## config.mk

```make
export PLATFORM = sky130hd
export DESIGN_NAME = asl_host_seq_flat
export DESIGN_NICKNAME = d
export VERILOG_FILES = /design/src/hdl/asl_pkg.sv /design/src/hdl/asl_link_if.sv /design/src/hdl/asl_sync_bit.sv /design/src/hdl/asl_host_seq.sv /design/src/flat_wrapper.sv
export VERILOG_INCLUDE_DIRS = /design/src /design/src/hdl
export SDC_FILE = /design/constraint.sdc
export NUM_CORES = 1
export LEC_CHECK = 0
export BUFFER_PORTS_ARGS = -buffer_cell sky130_fd_sc_hd__clkbuf_2
export CAP_MARGIN = 25
export CORE_MARGIN = 5
export CORE_UTILIZATION = 40
export DETAILED_ROUTE_END_ITERATION = 8
export GPL_TIMING_DRIVEN = 0
export PLACE_DENSITY_LB_ADDON = 0.15
export SYNTH_ARGS = -nofsm -noshare
export SYNTH_HDL_FRONTEND = slang
export SYNTH_HIERARCHICAL = 1
export SYNTH_SLANG_ARGS = --single-unit
export TNS_END_PERCENT = 5
```

## constraint.sdc

```tcl
create_clock -name core_clk -period 2.7 [get_ports core_clk]
set_input_delay 0.135 -clock core_clk [delete_from_list [all_inputs] [get_ports core_clk]]
set_output_delay 0.135 -clock core_clk [all_outputs]
set_load 0.02 [all_outputs]
```

## src/hdl/asl_consts.svh

```systemverilog
/*
 * constants of the converter startup sequencer: register map of the
 * converter configuration port, field positions, reset values, timings.
 * assumes inclusion by bare name from design and bench files.
 */
`ifndef ASL_CONSTS_SVH
`define ASL_CONSTS_SVH

// ****************************************************************
// clock and timing
// ****************************************************************
`define ASL_CLK_MHZ          200
`define ASL_SOFT_RST_NS      1000
// least time, rounded up to whole cycles
`define ASL_SOFT_RST_CYC     ((`ASL_SOFT_RST_NS * `ASL_CLK_MHZ + 999) / 1000)
`define ASL_CAL_RUN_CYC      64

// ****************************************************************
// configuration port
// ****************************************************************
`define ASL_ADDR_W           4
`define ASL_DATA_W           8
`define ASL_REG_SOFT_RESET   4'h0
`define ASL_REG_LINK_ENABLE  4'h1
`define ASL_REG_CAL_ENABLE   4'h2
`define ASL_REG_LINK_MODE    4'h3
`define ASL_REG_MULTIFRAME   4'h4
`define ASL_REG_SYNC_SOURCE  4'h5
`define ASL_REG_CAL_CONFIG   4'h6
`define ASL_REG_OVERRANGE    4'h7
`define ASL_REG_CAL_TRIGGER  4'h8

// ****************************************************************
// fields
// ****************************************************************
`define ASL_BIT_ENABLE       0
`define ASL_BIT_CAL_BGND     0
`define ASL_BIT_CAL_OFFSET   1
`define ASL_BIT_OVR_ENABLE   0
`define ASL_OVR_THR_LSB      1
`define ASL_MODE_W           5

// ****************************************************************
// reset values
// ****************************************************************
`define ASL_RST_LINK_ENABLE  1'b1
`define ASL_RST_CAL_ENABLE   1'b1
`define ASL_RST_LINK_MODE    5'h00
`define ASL_RST_MULTIFRAME   8'h1f
`define ASL_RST_SYNC_SOURCE  1'b0
`define ASL_RST_CAL_CONFIG   2'h0
`define ASL_RST_OVERRANGE    8'h00

`endif

```

## src/hdl/asl_pkg.sv

```systemverilog
/*
 * types of the converter startup sequencer.
 * assumes asl_consts.svh for widths.
 */
package asl_pkg;

	// host sequence steps, in order of issue
	typedef enum logic [4:0] {
		HS_IDLE, HS_WAIT_CLK, HS_SOFT_RST, HS_WAIT_RST, HS_LINK_OFF, HS_CAL_OFF,
		HS_MODE, HS_MULTIFRAME, HS_SYNC_SRC, HS_CAL_CFG, HS_CAL_ON, HS_OVR,
		HS_LINK_ON, HS_TRIG_LOW, HS_TRIG_HIGH, HS_DONE
	} asl_host_state_t;

	// link state machine of the converter
	typedef enum logic [1:0] {
		LS_HALTED, LS_CODE_SYNC, LS_DATA
	} asl_link_state_t;

	// calibration state machine of the converter
	typedef enum logic [1:0] {
		CS_HALTED, CS_READY, CS_RUN
	} asl_cal_state_t;

endpackage : asl_pkg

```

## src/hdl/asl_link_if.sv

```systemverilog
/*
 * configuration port and sync signals between host and converter.
 * assumes both ends on core_clk; host drives writes and sync, device status.
 */
`timescale 1ns/1ps
`include "asl_consts.svh"

interface asl_link_if
(
	input wire logic core_clk,
	input wire logic reset
);
	logic                     wrEn;      // one-cycle write strobe
	logic [`ASL_ADDR_W-1:0]   wrAddr;
	logic [`ASL_DATA_W-1:0]   wrData;
	logic                     syncReqN;  // receiver sync request, active low
	logic                     tsSyncN;   // timestamp pair sync, active low
	logic                     rstBusy;   // device internal reset running
	logic [1:0]               linkState;
	logic                     calBusy;

	modport dev
	(
		input  core_clk, reset, wrEn, wrAddr, wrData, syncReqN, tsSyncN,
		output rstBusy, linkState, calBusy
	);

	modport host
	(
		input  core_clk, reset, rstBusy, linkState, calBusy,
		output wrEn, wrAddr, wrData, syncReqN, tsSyncN
	);
endinterface : asl_link_if

```

## src/hdl/asl_sync_bit.sv

```systemverilog
/*
 * two flip-flop synchroniser for one level.
 * assumes the input is asynchronous to core_clk.
 */
`timescale 1ns/1ps

module asl_sync_bit
#(
	parameter logic RST_VAL = 1'b0
)
(
	input  wire logic core_clk,
	input  wire logic reset,
	input  wire logic asyncIn,
	output logic      syncOut
);
	logic stage1_q;

	// first stage read only by the second
	always_ff @(posedge core_clk or posedge reset)
	begin
		if (reset)
		begin
			stage1_q <= RST_VAL;
			syncOut  <= RST_VAL;
		end
		else
		begin
			stage1_q <= asyncIn;
			syncOut  <= stage1_q;
		end
	end
endmodule : asl_sync_bit

```

## src/hdl/asl_host_seq.sv

```systemverilog
/*
 * host end: startup sequencer that programs the converter in order,
 * drives the receiver sync lines and sequences the supply regulators.
 * assumes power-good and clock-stable arrive as asynchronous pins and
 * the converter end sits on the same core_clk behind asl_link_if.
 */
// Functional notes
// stable device clock before any sequence step
// soft reset, then wait at least 1 us
// halt link before changing link settings
// halt calibration before changing its settings
// write link mode while both halted
// multiframe field holds frames minus one
// sync source picks sync pin or timestamp
// set calibration mode before re-enabling it
// enable calibration after its settings
// overrange settings after calibration enable
// link enable last, restarts link machine
// link advances on receiver sync request
// trigger written zero then one starts calibration
// low rails enabled only after high rail good
// low rails off at once on high loss; here lowRailsEnable clears three cycles after highRailGoodPin drops
// one write per step, in listed order
`timescale 1ns/1ps
`include "asl_consts.svh"

module asl_host_seq
	import asl_pkg::*;
#(
	parameter int RST_WAIT_CYC = `ASL_SOFT_RST_CYC
)
(
	input  wire logic                   core_clk,
	input  wire logic                   reset,
	asl_link_if.host                    link,
	input  wire logic                   start,
	input  wire logic [`ASL_MODE_W-1:0] cfgLinkMode,
	input  wire logic [7:0]             cfgFramesPerMulti,
	input  wire logic                   cfgSyncFromTs,
	input  wire logic                   cfgCalBackground,
	input  wire logic                   cfgCalOffset,
	input  wire logic                   cfgOvrEnable,
	input  wire logic [6:0]             cfgOvrThreshold,
	input  wire logic                   rxSyncReqN,
	input  wire logic                   rxTsSyncN,
	input  wire logic                   clkStablePin,
	input  wire logic                   highRailGoodPin,
	output logic                        lowRailsEnable,
	output logic                        seqBusy,
	output logic                        seqDone,
	output logic                        linkUp,
	output logic                        calRunning
);
	// ****************************************************************
	// elaboration checks
	// ****************************************************************
	if (RST_WAIT_CYC < 1 || RST_WAIT_CYC > 65535)
	begin : gChk
		$error("asl_host_seq: RST_WAIT_CYC out of range");
	end

	// ****************************************************************
	// pin synchronisers
	// ****************************************************************
	logic clkStable;
	logic highRailGood;

	asl_sync_bit #(.RST_VAL(1'b0)) uSyncClk
	(
		.core_clk (core_clk),
		.reset    (reset),
		.asyncIn  (clkStablePin),
		.syncOut  (clkStable)
	);

	asl_sync_bit #(.RST_VAL(1'b0)) uSyncPg
	(
		.core_clk (core_clk),
		.reset    (reset),
		.asyncIn  (highRailGoodPin),
		.syncOut  (highRailGood)
	);

	// ****************************************************************
	// supply sequencing
	// ****************************************************************
	// enable follows good high rail; drop clears it in the next cycle
	always_ff @(posedge core_clk or posedge reset)
	begin
		if (reset)
			lowRailsEnable <= 1'b0;
		else
			lowRailsEnable <= highRailGood;
	end

	// ****************************************************************
	// sequence state machine
	// ****************************************************************
	asl_host_state_t   state_q;
	asl_host_state_t   state_d;
	logic [15:0]       waitCnt_q;
	logic              powerOk;

	assign powerOk = lowRailsEnable & highRailGood;

	// next step; a power loss abandons the sequence
	always_comb
	begin
		state_d = state_q;
		unique case (state_q)
			HS_IDLE:       if (start && powerOk) state_d = HS_WAIT_CLK;
			HS_WAIT_CLK:   if (clkStable) state_d = HS_SOFT_RST;
			HS_SOFT_RST:   state_d = HS_WAIT_RST;
			HS_WAIT_RST:
				if (waitCnt_q == 16'(RST_WAIT_CYC - 1) && !link.rstBusy)
					state_d = HS_LINK_OFF;
			HS_LINK_OFF:   state_d = HS_CAL_OFF;
			HS_CAL_OFF:    state_d = HS_MODE;
			HS_MODE:       state_d = HS_MULTIFRAME;
			HS_MULTIFRAME: state_d = HS_SYNC_SRC;
			HS_SYNC_SRC:   state_d = HS_CAL_CFG;
			HS_CAL_CFG:    state_d = HS_CAL_ON;
			HS_CAL_ON:     state_d = HS_OVR;
			HS_OVR:        state_d = HS_LINK_ON;
			HS_LINK_ON:    state_d = HS_TRIG_LOW;
			HS_TRIG_LOW:   state_d = HS_TRIG_HIGH;
			HS_TRIG_HIGH:  state_d = HS_DONE;
			HS_DONE:       if (start && powerOk) state_d = HS_WAIT_CLK;
		endcase
		if (!powerOk && state_q != HS_IDLE)
			state_d = HS_IDLE;
	end

	always_ff @(posedge core_clk or posedge reset)
	begin
		if (reset)
			state_q <= HS_IDLE;
		else
			state_q <= state_d;
	end

	// reset wait counter, saturates at the end of the wait
	always_ff @(posedge core_clk or posedge reset)
	begin
		if (reset)
			waitCnt_q <= 16'h0000;
		else if (state_q != HS_WAIT_RST)
			waitCnt_q <= 16'h0000;
		else if (waitCnt_q != 16'(RST_WAIT_CYC - 1))
			waitCnt_q <= waitCnt_q + 16'h0001;
	end

	// ****************************************************************
	// configuration writes, one per step
	// ****************************************************************
	logic                   wrEn_q;
	logic [`ASL_ADDR_W-1:0] wrAddr_q;
	logic [`ASL_DATA_W-1:0] wrData_q;

	always_ff @(posedge core_clk or posedge reset)
	begin
		if (reset)
		begin
			wrEn_q   <= 1'b0;
			wrAddr_q <= 4'h0;
			wrData_q <= 8'h00;
		end
		else
		begin
			wrEn_q   <= 1'b1;
			wrData_q <= 8'h00;
			unique case (state_d)
				HS_SOFT_RST:
				begin
					wrAddr_q <= `ASL_REG_SOFT_RESET;
					wrData_q <= 8'h01;
				end
				HS_LINK_OFF:
					wrAddr_q <= `ASL_REG_LINK_ENABLE;
				HS_CAL_OFF:
					wrAddr_q <= `ASL_REG_CAL_ENABLE;
				HS_MODE:
				begin
					wrAddr_q <= `ASL_REG_LINK_MODE;
					wrData_q <= {3'h0, cfgLinkMode};
				end
				HS_MULTIFRAME:
				begin
					wrAddr_q <= `ASL_REG_MULTIFRAME;
					wrData_q <= cfgFramesPerMulti - 8'h01;
				end
				HS_SYNC_SRC:
				begin
					wrAddr_q <= `ASL_REG_SYNC_SOURCE;
					wrData_q <= {7'h00, cfgSyncFromTs};
				end
				HS_CAL_CFG:
				begin
					wrAddr_q <= `ASL_REG_CAL_CONFIG;
					wrData_q <= {6'h00, cfgCalOffset, cfgCalBackground};
				end
				HS_CAL_ON:
				begin
					wrAddr_q <= `ASL_REG_CAL_ENABLE;
					wrData_q <= 8'h01;
				end
				HS_OVR:
				begin
					wrAddr_q <= `ASL_REG_OVERRANGE;
					wrData_q <= {cfgOvrThreshold, cfgOvrEnable};
				end
				HS_LINK_ON:
				begin
					wrAddr_q <= `ASL_REG_LINK_ENABLE;
					wrData_q <= 8'h01;
				end
				HS_TRIG_LOW:
					wrAddr_q <= `ASL_REG_CAL_TRIGGER;
				HS_TRIG_HIGH:
				begin
					wrAddr_q <= `ASL_REG_CAL_TRIGGER;
					wrData_q <= 8'h01;
				end
				default:
					wrEn_q <= 1'b0; // waiting steps issue nothing
			endcase
			if (state_d == state_q)
				wrEn_q <= 1'b0; // a held step never repeats its write
		end
	end

	assign link.wrEn   = wrEn_q;
	assign link.wrAddr = wrAddr_q;
	assign link.wrData = wrData_q;

	// ****************************************************************
	// receiver sync and status
	// ****************************************************************
	logic syncReqN_q;
	logic tsSyncN_q;

	// receiver logic drives sync, registered toward the converter
	always_ff @(posedge core_clk or posedge reset)
	begin
		if (reset)
		begin
			syncReqN_q <= 1'b0;
			tsSyncN_q  <= 1'b0;
		end
		else
		begin
			syncReqN_q <= rxSyncReqN;
			tsSyncN_q  <= rxTsSyncN;
		end
	end

	assign link.syncReqN = syncReqN_q;
	assign link.tsSyncN  = tsSyncN_q;

	// status outputs from flops
	always_ff @(posedge core_clk or posedge reset)
	begin
		if (reset)
		begin
			seqBusy    <= 1'b0;
			seqDone    <= 1'b0;
			linkUp     <= 1'b0;
			calRunning <= 1'b0;
		end
		else
		begin
			seqBusy    <= (state_d != HS_IDLE) && (state_d != HS_DONE);
			seqDone    <= (state_d == HS_DONE);
			linkUp     <= (link.linkState == 2'(LS_DATA));
			calRunning <= link.calBusy;
		end
	end
endmodule : asl_host_seq

```

## src/flat_wrapper.sv

```systemverilog
// flat-port wrapper written by rule: the top's interface ports become plain ports
module asl_host_seq_flat import asl_pkg::*;
#(
	parameter int RST_WAIT_CYC = `ASL_SOFT_RST_CYC
)
  (core_clk, reset, start, cfgLinkMode, cfgFramesPerMulti, cfgSyncFromTs, cfgCalBackground, cfgCalOffset, cfgOvrEnable, cfgOvrThreshold, rxSyncReqN, rxTsSyncN, clkStablePin, highRailGoodPin, lowRailsEnable, seqBusy, seqDone, linkUp, calRunning, link_rstBusy, link_linkState, link_calBusy, link_wrEn, link_wrAddr, link_wrData, link_syncReqN, link_tsSyncN);
  asl_link_if link_i (.core_clk(core_clk), .reset(reset));
  input  wire logic core_clk;
  input  wire logic reset;
  input  wire logic start;
  input  wire logic [`ASL_MODE_W-1:0] cfgLinkMode;
  input  wire logic [7:0] cfgFramesPerMulti;
  input  wire logic cfgSyncFromTs;
  input  wire logic cfgCalBackground;
  input  wire logic cfgCalOffset;
  input  wire logic cfgOvrEnable;
  input  wire logic [6:0] cfgOvrThreshold;
  input  wire logic rxSyncReqN;
  input  wire logic rxTsSyncN;
  input  wire logic clkStablePin;
  input  wire logic highRailGoodPin;
  output logic lowRailsEnable;
  output logic seqBusy;
  output logic seqDone;
  output logic linkUp;
  output logic calRunning;
  input wire logic [$bits(link_i.rstBusy)-1:0] link_rstBusy;
  input wire logic [$bits(link_i.linkState)-1:0] link_linkState;
  input wire logic [$bits(link_i.calBusy)-1:0] link_calBusy;
  output wire logic [$bits(link_i.wrEn)-1:0] link_wrEn;
  output wire logic [$bits(link_i.wrAddr)-1:0] link_wrAddr;
  output wire logic [$bits(link_i.wrData)-1:0] link_wrData;
  output wire logic [$bits(link_i.syncReqN)-1:0] link_syncReqN;
  output wire logic [$bits(link_i.tsSyncN)-1:0] link_tsSyncN;
  assign link_i.rstBusy = link_rstBusy;
  assign link_i.linkState = link_linkState;
  assign link_i.calBusy = link_calBusy;
  assign link_wrEn = link_i.wrEn;
  assign link_wrAddr = link_i.wrAddr;
  assign link_wrData = link_i.wrData;
  assign link_syncReqN = link_i.syncReqN;
  assign link_tsSyncN = link_i.tsSyncN;
  asl_host_seq #(.RST_WAIT_CYC(RST_WAIT_CYC)) u_core (.core_clk(core_clk), .reset(reset), .link(link_i), .start(start), .cfgLinkMode(cfgLinkMode), .cfgFramesPerMulti(cfgFramesPerMulti), .cfgSyncFromTs(cfgSyncFromTs), .cfgCalBackground(cfgCalBackground), .cfgCalOffset(cfgCalOffset), .cfgOvrEnable(cfgOvrEnable), .cfgOvrThreshold(cfgOvrThreshold), .rxSyncReqN(rxSyncReqN), .rxTsSyncN(rxTsSyncN), .clkStablePin(clkStablePin), .highRailGoodPin(highRailGoodPin), .lowRailsEnable(lowRailsEnable), .seqBusy(seqBusy), .seqDone(seqDone), .linkUp(linkUp), .calRunning(calRunning));
endmodule
```

==> impl_metrics.prom <==
# TYPE chip_impl_metric gauge
chip_impl_info{name="result_of_the_run",value="completed"} 1
chip_impl_metric{name="number_of_antenna_violations_at_the_first_check_in_global_routing",unit=""} 0
chip_impl_metric{name="via_count_of_the_first_global_routing_pass",unit=""} 2090
chip_impl_metric{name="drive_gt1_share",unit="%"} 28.3
chip_impl_metric{name="ys_ff_latch",unit=""} 45
chip_impl_metric{name="worst-path-stages",unit=""} 8
chip_impl_metric{name="syn_to_final_growth",unit="%"} 26.1
chip_impl_metric{name="worst_hold_slack",unit="ns"} 0.0405
chip_impl_metric{name="final_period_utilization",unit="%"} 98.2
chip_impl_metric{name="grt.met3_usage",unit="%"} 5.08
chip_impl_metric{name="worst_slew_pin_slew",unit="ns"} 0.838
chip_impl_metric{name="start_util",unit="%"} 41.1
chip_impl_metric{name="number_of_max_cap_violations",unit=""} 0
chip_impl_info{name="synth.most_common_cell",value="sky130_fd_sc_hd__dfrtp_1"} 1
chip_impl_metric{name="syn-num-nets",unit=""} 292
chip_impl_info{name="crit_type",value="register to register"} 1
chip_impl_metric{name="floorplan.die_area",unit="mm2"} 0.00774
chip_impl_info{name="hold_path.class",value="primary input to register"} 1
chip_impl_metric{name="placed_cells_incl_taps",unit=""} 384
chip_impl_metric{name="number_of_filler_cells_placed_in_the_layout",unit=""} 563
chip_impl_info{name="clock_tree.root_cell",value="sky130_fd_sc_hd__clkbuf_8"} 1
chip_impl_metric{name="port_buffers",unit=""} 54
chip_impl_info{name="critical-path-top-delay-family",value="compound AO/OA/AOI/OAI gates"} 1
chip_impl_metric{name="overflow",unit=""} 0
chip_impl_metric{name="critPathBufInv",unit=""} 1
chip_impl_metric{name="detail_route.vias_per_cell",unit=""} 5.21
chip_impl_info{name="post-synth-top-area-cell",value="sky130_fd_sc_hd__dfrtp_1"} 1
chip_impl_info{name="global_route.peak_usage_layer",value="met2"} 1
chip_impl_metric{name="cts_buffers",unit=""} 5
chip_impl_metric{name="postSynthCellCount",unit=""} 255
chip_impl_metric{name="core_area",unit="mm2"} 0.00592
chip_impl_metric{name="numClockSinks",unit=""} 45
chip_impl_metric{name="pwr_density_cell",unit="mW/mm2"} 532
chip_impl_metric{name="power",unit="uW"} 1630
chip_impl_metric{name="drt_wl_total",unit="um"} 5750
chip_impl_metric{name="placement_rows",unit=""} 28
chip_impl_metric{name="grt_first_pass_wirelength",unit="um"} 9860
chip_impl_metric{name="synth.cell_area",unit="mm2"} 0.00243
chip_impl_metric{name="clock_latency_on_the_worst_skew_pair",unit="ns"} 0.29
chip_impl_metric{name="async_reset_ff_share",unit="%"} 100
chip_impl_metric{name="holdPathStages",unit=""} 3
chip_impl_metric{name="route.antenna.remaining_nets",unit=""} 0
chip_impl_metric{name="finish.cell_count_without_fillers",unit=""} 407
chip_impl_metric{name="slew_headroom",unit="%"} 44.1
chip_impl_info{name="sequence_of_cells_on_the_critical_path",value="or4_4 -> nor4_4 -> buf_4 -> nor2_1 -> o21ai_4 -> o31ai_1 -> a221o_1 -> o311ai_2"} 1
chip_impl_metric{name="grt_util_met1",unit="%"} 22.5
chip_impl_info{name="rsz_0062_raised_after_global_routing",value="true"} 1
chip_impl_metric{name="critPathArrivalTime",unit="ns"} 2.85
chip_impl_metric{name="power.static_leakage",unit="uW"} 0.00147
chip_impl_metric{name="synth-edff-count",unit=""} 0
chip_impl_info{name="synth_common_cells",value="sky130_fd_sc_hd__dfrtp_1, sky130_fd_sc_hd__nor2_1, sky130_fd_sc_hd__nand2_1, sky130_fd_sc_hd__nand3_1, sky130_fd_sc_hd__o21ai_0"} 1
chip_impl_metric{name="finalSetupViolations",unit=""} 0
chip_impl_info{name="timing.critical_path.slowest_stage_cell",value="sky130_fd_sc_hd__or4_4"} 1
chip_impl_metric{name="global_route.usage.total",unit="%"} 16.3
chip_impl_info{name="cp-end-kind",value="register"} 1
chip_impl_metric{name="cp.required",unit="ns"} 2.90
chip_impl_metric{name="path_max_fanout",unit=""} 7
chip_impl_metric{name="worst_r2r_path_depth",unit=""} 8
chip_impl_info{name="synth-main-ff-cell",value="sky130_fd_sc_hd__dfrtp_1"} 1
chip_impl_metric{name="report.final.slew_viol_count",unit=""} 0
chip_impl_info{name="post_synth_main_area_contributors",value="sky130_fd_sc_hd__dfrtp_1, sky130_fd_sc_hd__nor2_1, sky130_fd_sc_hd__xor2_1"} 1
chip_impl_metric{name="vdd_ir_drop_max",unit="uV"} 299
chip_impl_metric{name="drt_first_iter_violations",unit=""} 101
chip_impl_metric{name="cts_max_level",unit=""} 2
chip_impl_metric{name="synthesis.yosys.warnings",unit=""} 6
chip_impl_metric{name="final_nets",unit=""} 368
chip_impl_metric{name="initial_drt_pass_iterations",unit=""} 4
chip_impl_metric{name="synth_largest_type_area_fraction",unit="%"} 46.3
chip_impl_metric{name="antenna_fix_cells",unit=""} 0
chip_impl_metric{name="gp_congestion",unit=""} 0.840
chip_impl_metric{name="clkTransAtPathRegs",unit="ns"} 0.09
chip_impl_metric{name="floorplan.die.width",unit="um"} 88.0
chip_impl_metric{name="clockBufferDepth",unit=""} 2
chip_impl_metric{name="final.setup_skew",unit="ns"} 0.00342
chip_impl_info{name="tritoncts",value="done"} 1
chip_impl_metric{name="synth_sequential_area_ratio",unit="%"} 46.3
chip_impl_info{name="timing.critical_path.from_type",value="register"} 1
chip_impl_metric{name="io_pins",unit=""} 55
chip_impl_metric{name="max_clock_freq",unit="MHz"} 377
chip_impl_metric{name="wire_per_inst",unit="um"} 14.1
chip_impl_metric{name="cp_slowest_stage_delay",unit="ns"} 0.58
chip_impl_metric{name="grtUsageMet2",unit="%"} 24.0
chip_impl_metric{name="min_period",unit="ns"} 2.65
chip_impl_metric{name="detailed_place_hpwl",unit="um"} 4250
chip_impl_metric{name="route.vias.total",unit=""} 2122
chip_impl_metric{name="timing_hold_violations_final",unit=""} 0
chip_impl_metric{name="die_h",unit="um"} 88.0
chip_impl_metric{name="postSynthAreaPerCell",unit="um2"} 9.53
chip_impl_metric{name="drc",unit=""} 0
chip_impl_metric{name="grt_start_max_net_pins",unit=""} 42
chip_impl_metric{name="synth.lib_cells_used.distinct",unit=""} 61
==> cell type report <==
cell class,instances,area [um2],area share [%]
Timing Repair Buffer,68,393,12.8
Multi-Input combinational cell,190,1250,40.8
Inverter,14,55.1,1.80
Sequential cell,45,1130,36.7
Tap cell,75,93.8,3.06
Timing Repair inverter,1,7.51,0.245
Clock inverter,2,38.8,1.26
Clock buffer,6,72.6,2.37
Buffer,6,27.5,0.898
==> tightest hold or removal path, delay by kind of cell <==
kind,cells,cell delay [ns]
buf+inv,1,0.07
compound gates,1,0.06
simple gates,1,0.03
==> path summary, 6_finish.rpt <==
| path | start | to | slack [ns] |
|---|---|---|---|
| setup / recovery | u_core/waitCnt_q[4] | u_core/link.wrAddr[0] | 0.05 |
| hold / removal | cfgOvrThreshold[4] | u_core/link.wrData[5] | 0.04 |
| setup reg to reg | u_core/waitCnt_q[4] | u_core/link.wrAddr[0] | 0.05 |
| hold reg to reg | u_core/uSyncClk/stage1_q | u_core/uSyncClk/syncOut | 0.36 |
| max in group asynchronous | reset | u_core/waitCnt_q[9] | 1.60 |
| min in group asynchronous | reset | u_core/uSyncClk/stage1_q | 0.24 |
==> per-stage QoR <==
| stage | cell area, um2 | utilization, % | setup TNS [ns] | setup WS [ns] |
|---|---|---|---|---|
| 6_report | 3070 | 51.8 | 0 | 0.0497 |
| 5_1_grt | 3070 | 51.8 | -0.0991 | -0.0478 |
| 4_1_cts | 3000 | 50.6 | -0.00608 | -0.00608 |
| 3_5_place_dp | 2800 | 47.2 | -0.0700 | -0.0700 |
| 3_3_place_gp | 2800 | 47.2 | -0.0731 | -0.0731 |
| 2_1_floorplan | 2430 | - | 0 | 0.277 |
==> placed cells by master (no fill, tap or decap), drive strengths merged, types with 2 or more instances in the layout <==
cell,n
nand4,4
inv,14
nand2,17
nor3,8
nor2b,4
mux2i,2
a221o,4
nor2,35
o21a,3
o21ai,16
a21oi,9
a22oi,2
o211ai,3
o311ai,2
or2,2
or3,4
nand3,13
xor2,11
a211o,2
dfrtp,45
a21o,3
clkbuf,62
buf,11
o21bai,3
dlygate4sd3,7
xnor2,9
ha,2
nor4,3
or4,5
and3,3
and2,5
==> power by group <==
| part | leakage, uW | internal [uW] | switching, uW |
|---|---|---|---|
| Clock | 0.0000554 | 278 | 234 |
| Sequential | 0.000604 | 703 | 11.4 |
| Combinational | 0.000806 | 158 | 245 |
| Total | 0.00147 | 1140 | 491 |
==> state kept, by name, indices dropped and copies added (netlist names) <==
register and count:
u_core/uSyncClk/stage1_q 1, u_core/uSyncPg/stage1_q 1, u_core/lowRailsEnable 1, u_core/link.wrEn 1, u_core/state_q 5, u_core/uSyncPg/syncOut 1, u_core/link.wrAddr 4, u_core/seqBusy 1
u_core/link.wrData 8, u_core/seqDone 1, u_core/uSyncClk/syncOut 1, u_core/link.syncReqN 1, u_core/waitCnt_q 16, u_core/calRunning 1, u_core/linkUp 1, u_core/link.tsSyncN 1
==> kinds of logic after synthesis <==
| group | Yosys count | synth area share [%] |
|---|---|---|
| AND/OR/NAND/NOR | 108 | 23.7 |
| AO/OA/AOI/OAI | 58 | 17.6 |
| flip-flops | 45 | 46.3 |
| XOR/XNOR | 20 | 7.21 |
| buffers and inverters | 20 | 3.29 |
| multiplexers | 2 | 0.824 |
| adder cells (fa/ha/maj) | 2 | 1.03 |
==> repair_timing <==
item / CTS / global route
endpoints found under the setup margin: 2 / 14
hold endpoints to repair: 10 / 0
setup buffers: 2 / 5
gates resized for setup: 2 / 7
pin swaps: 2 / 1
cloned: 0 / 1
hold buffers: 7 / 0
==> per-layer routing <==
metal / vias up / part of all wire (%)
met2: 63 / 44
met4: 0 / 1.3
met3: 7 / 7.2
li1: 1062 / -
met5: - / 0
met1: 990 / 48
Power figures use the tool's default switching activity.
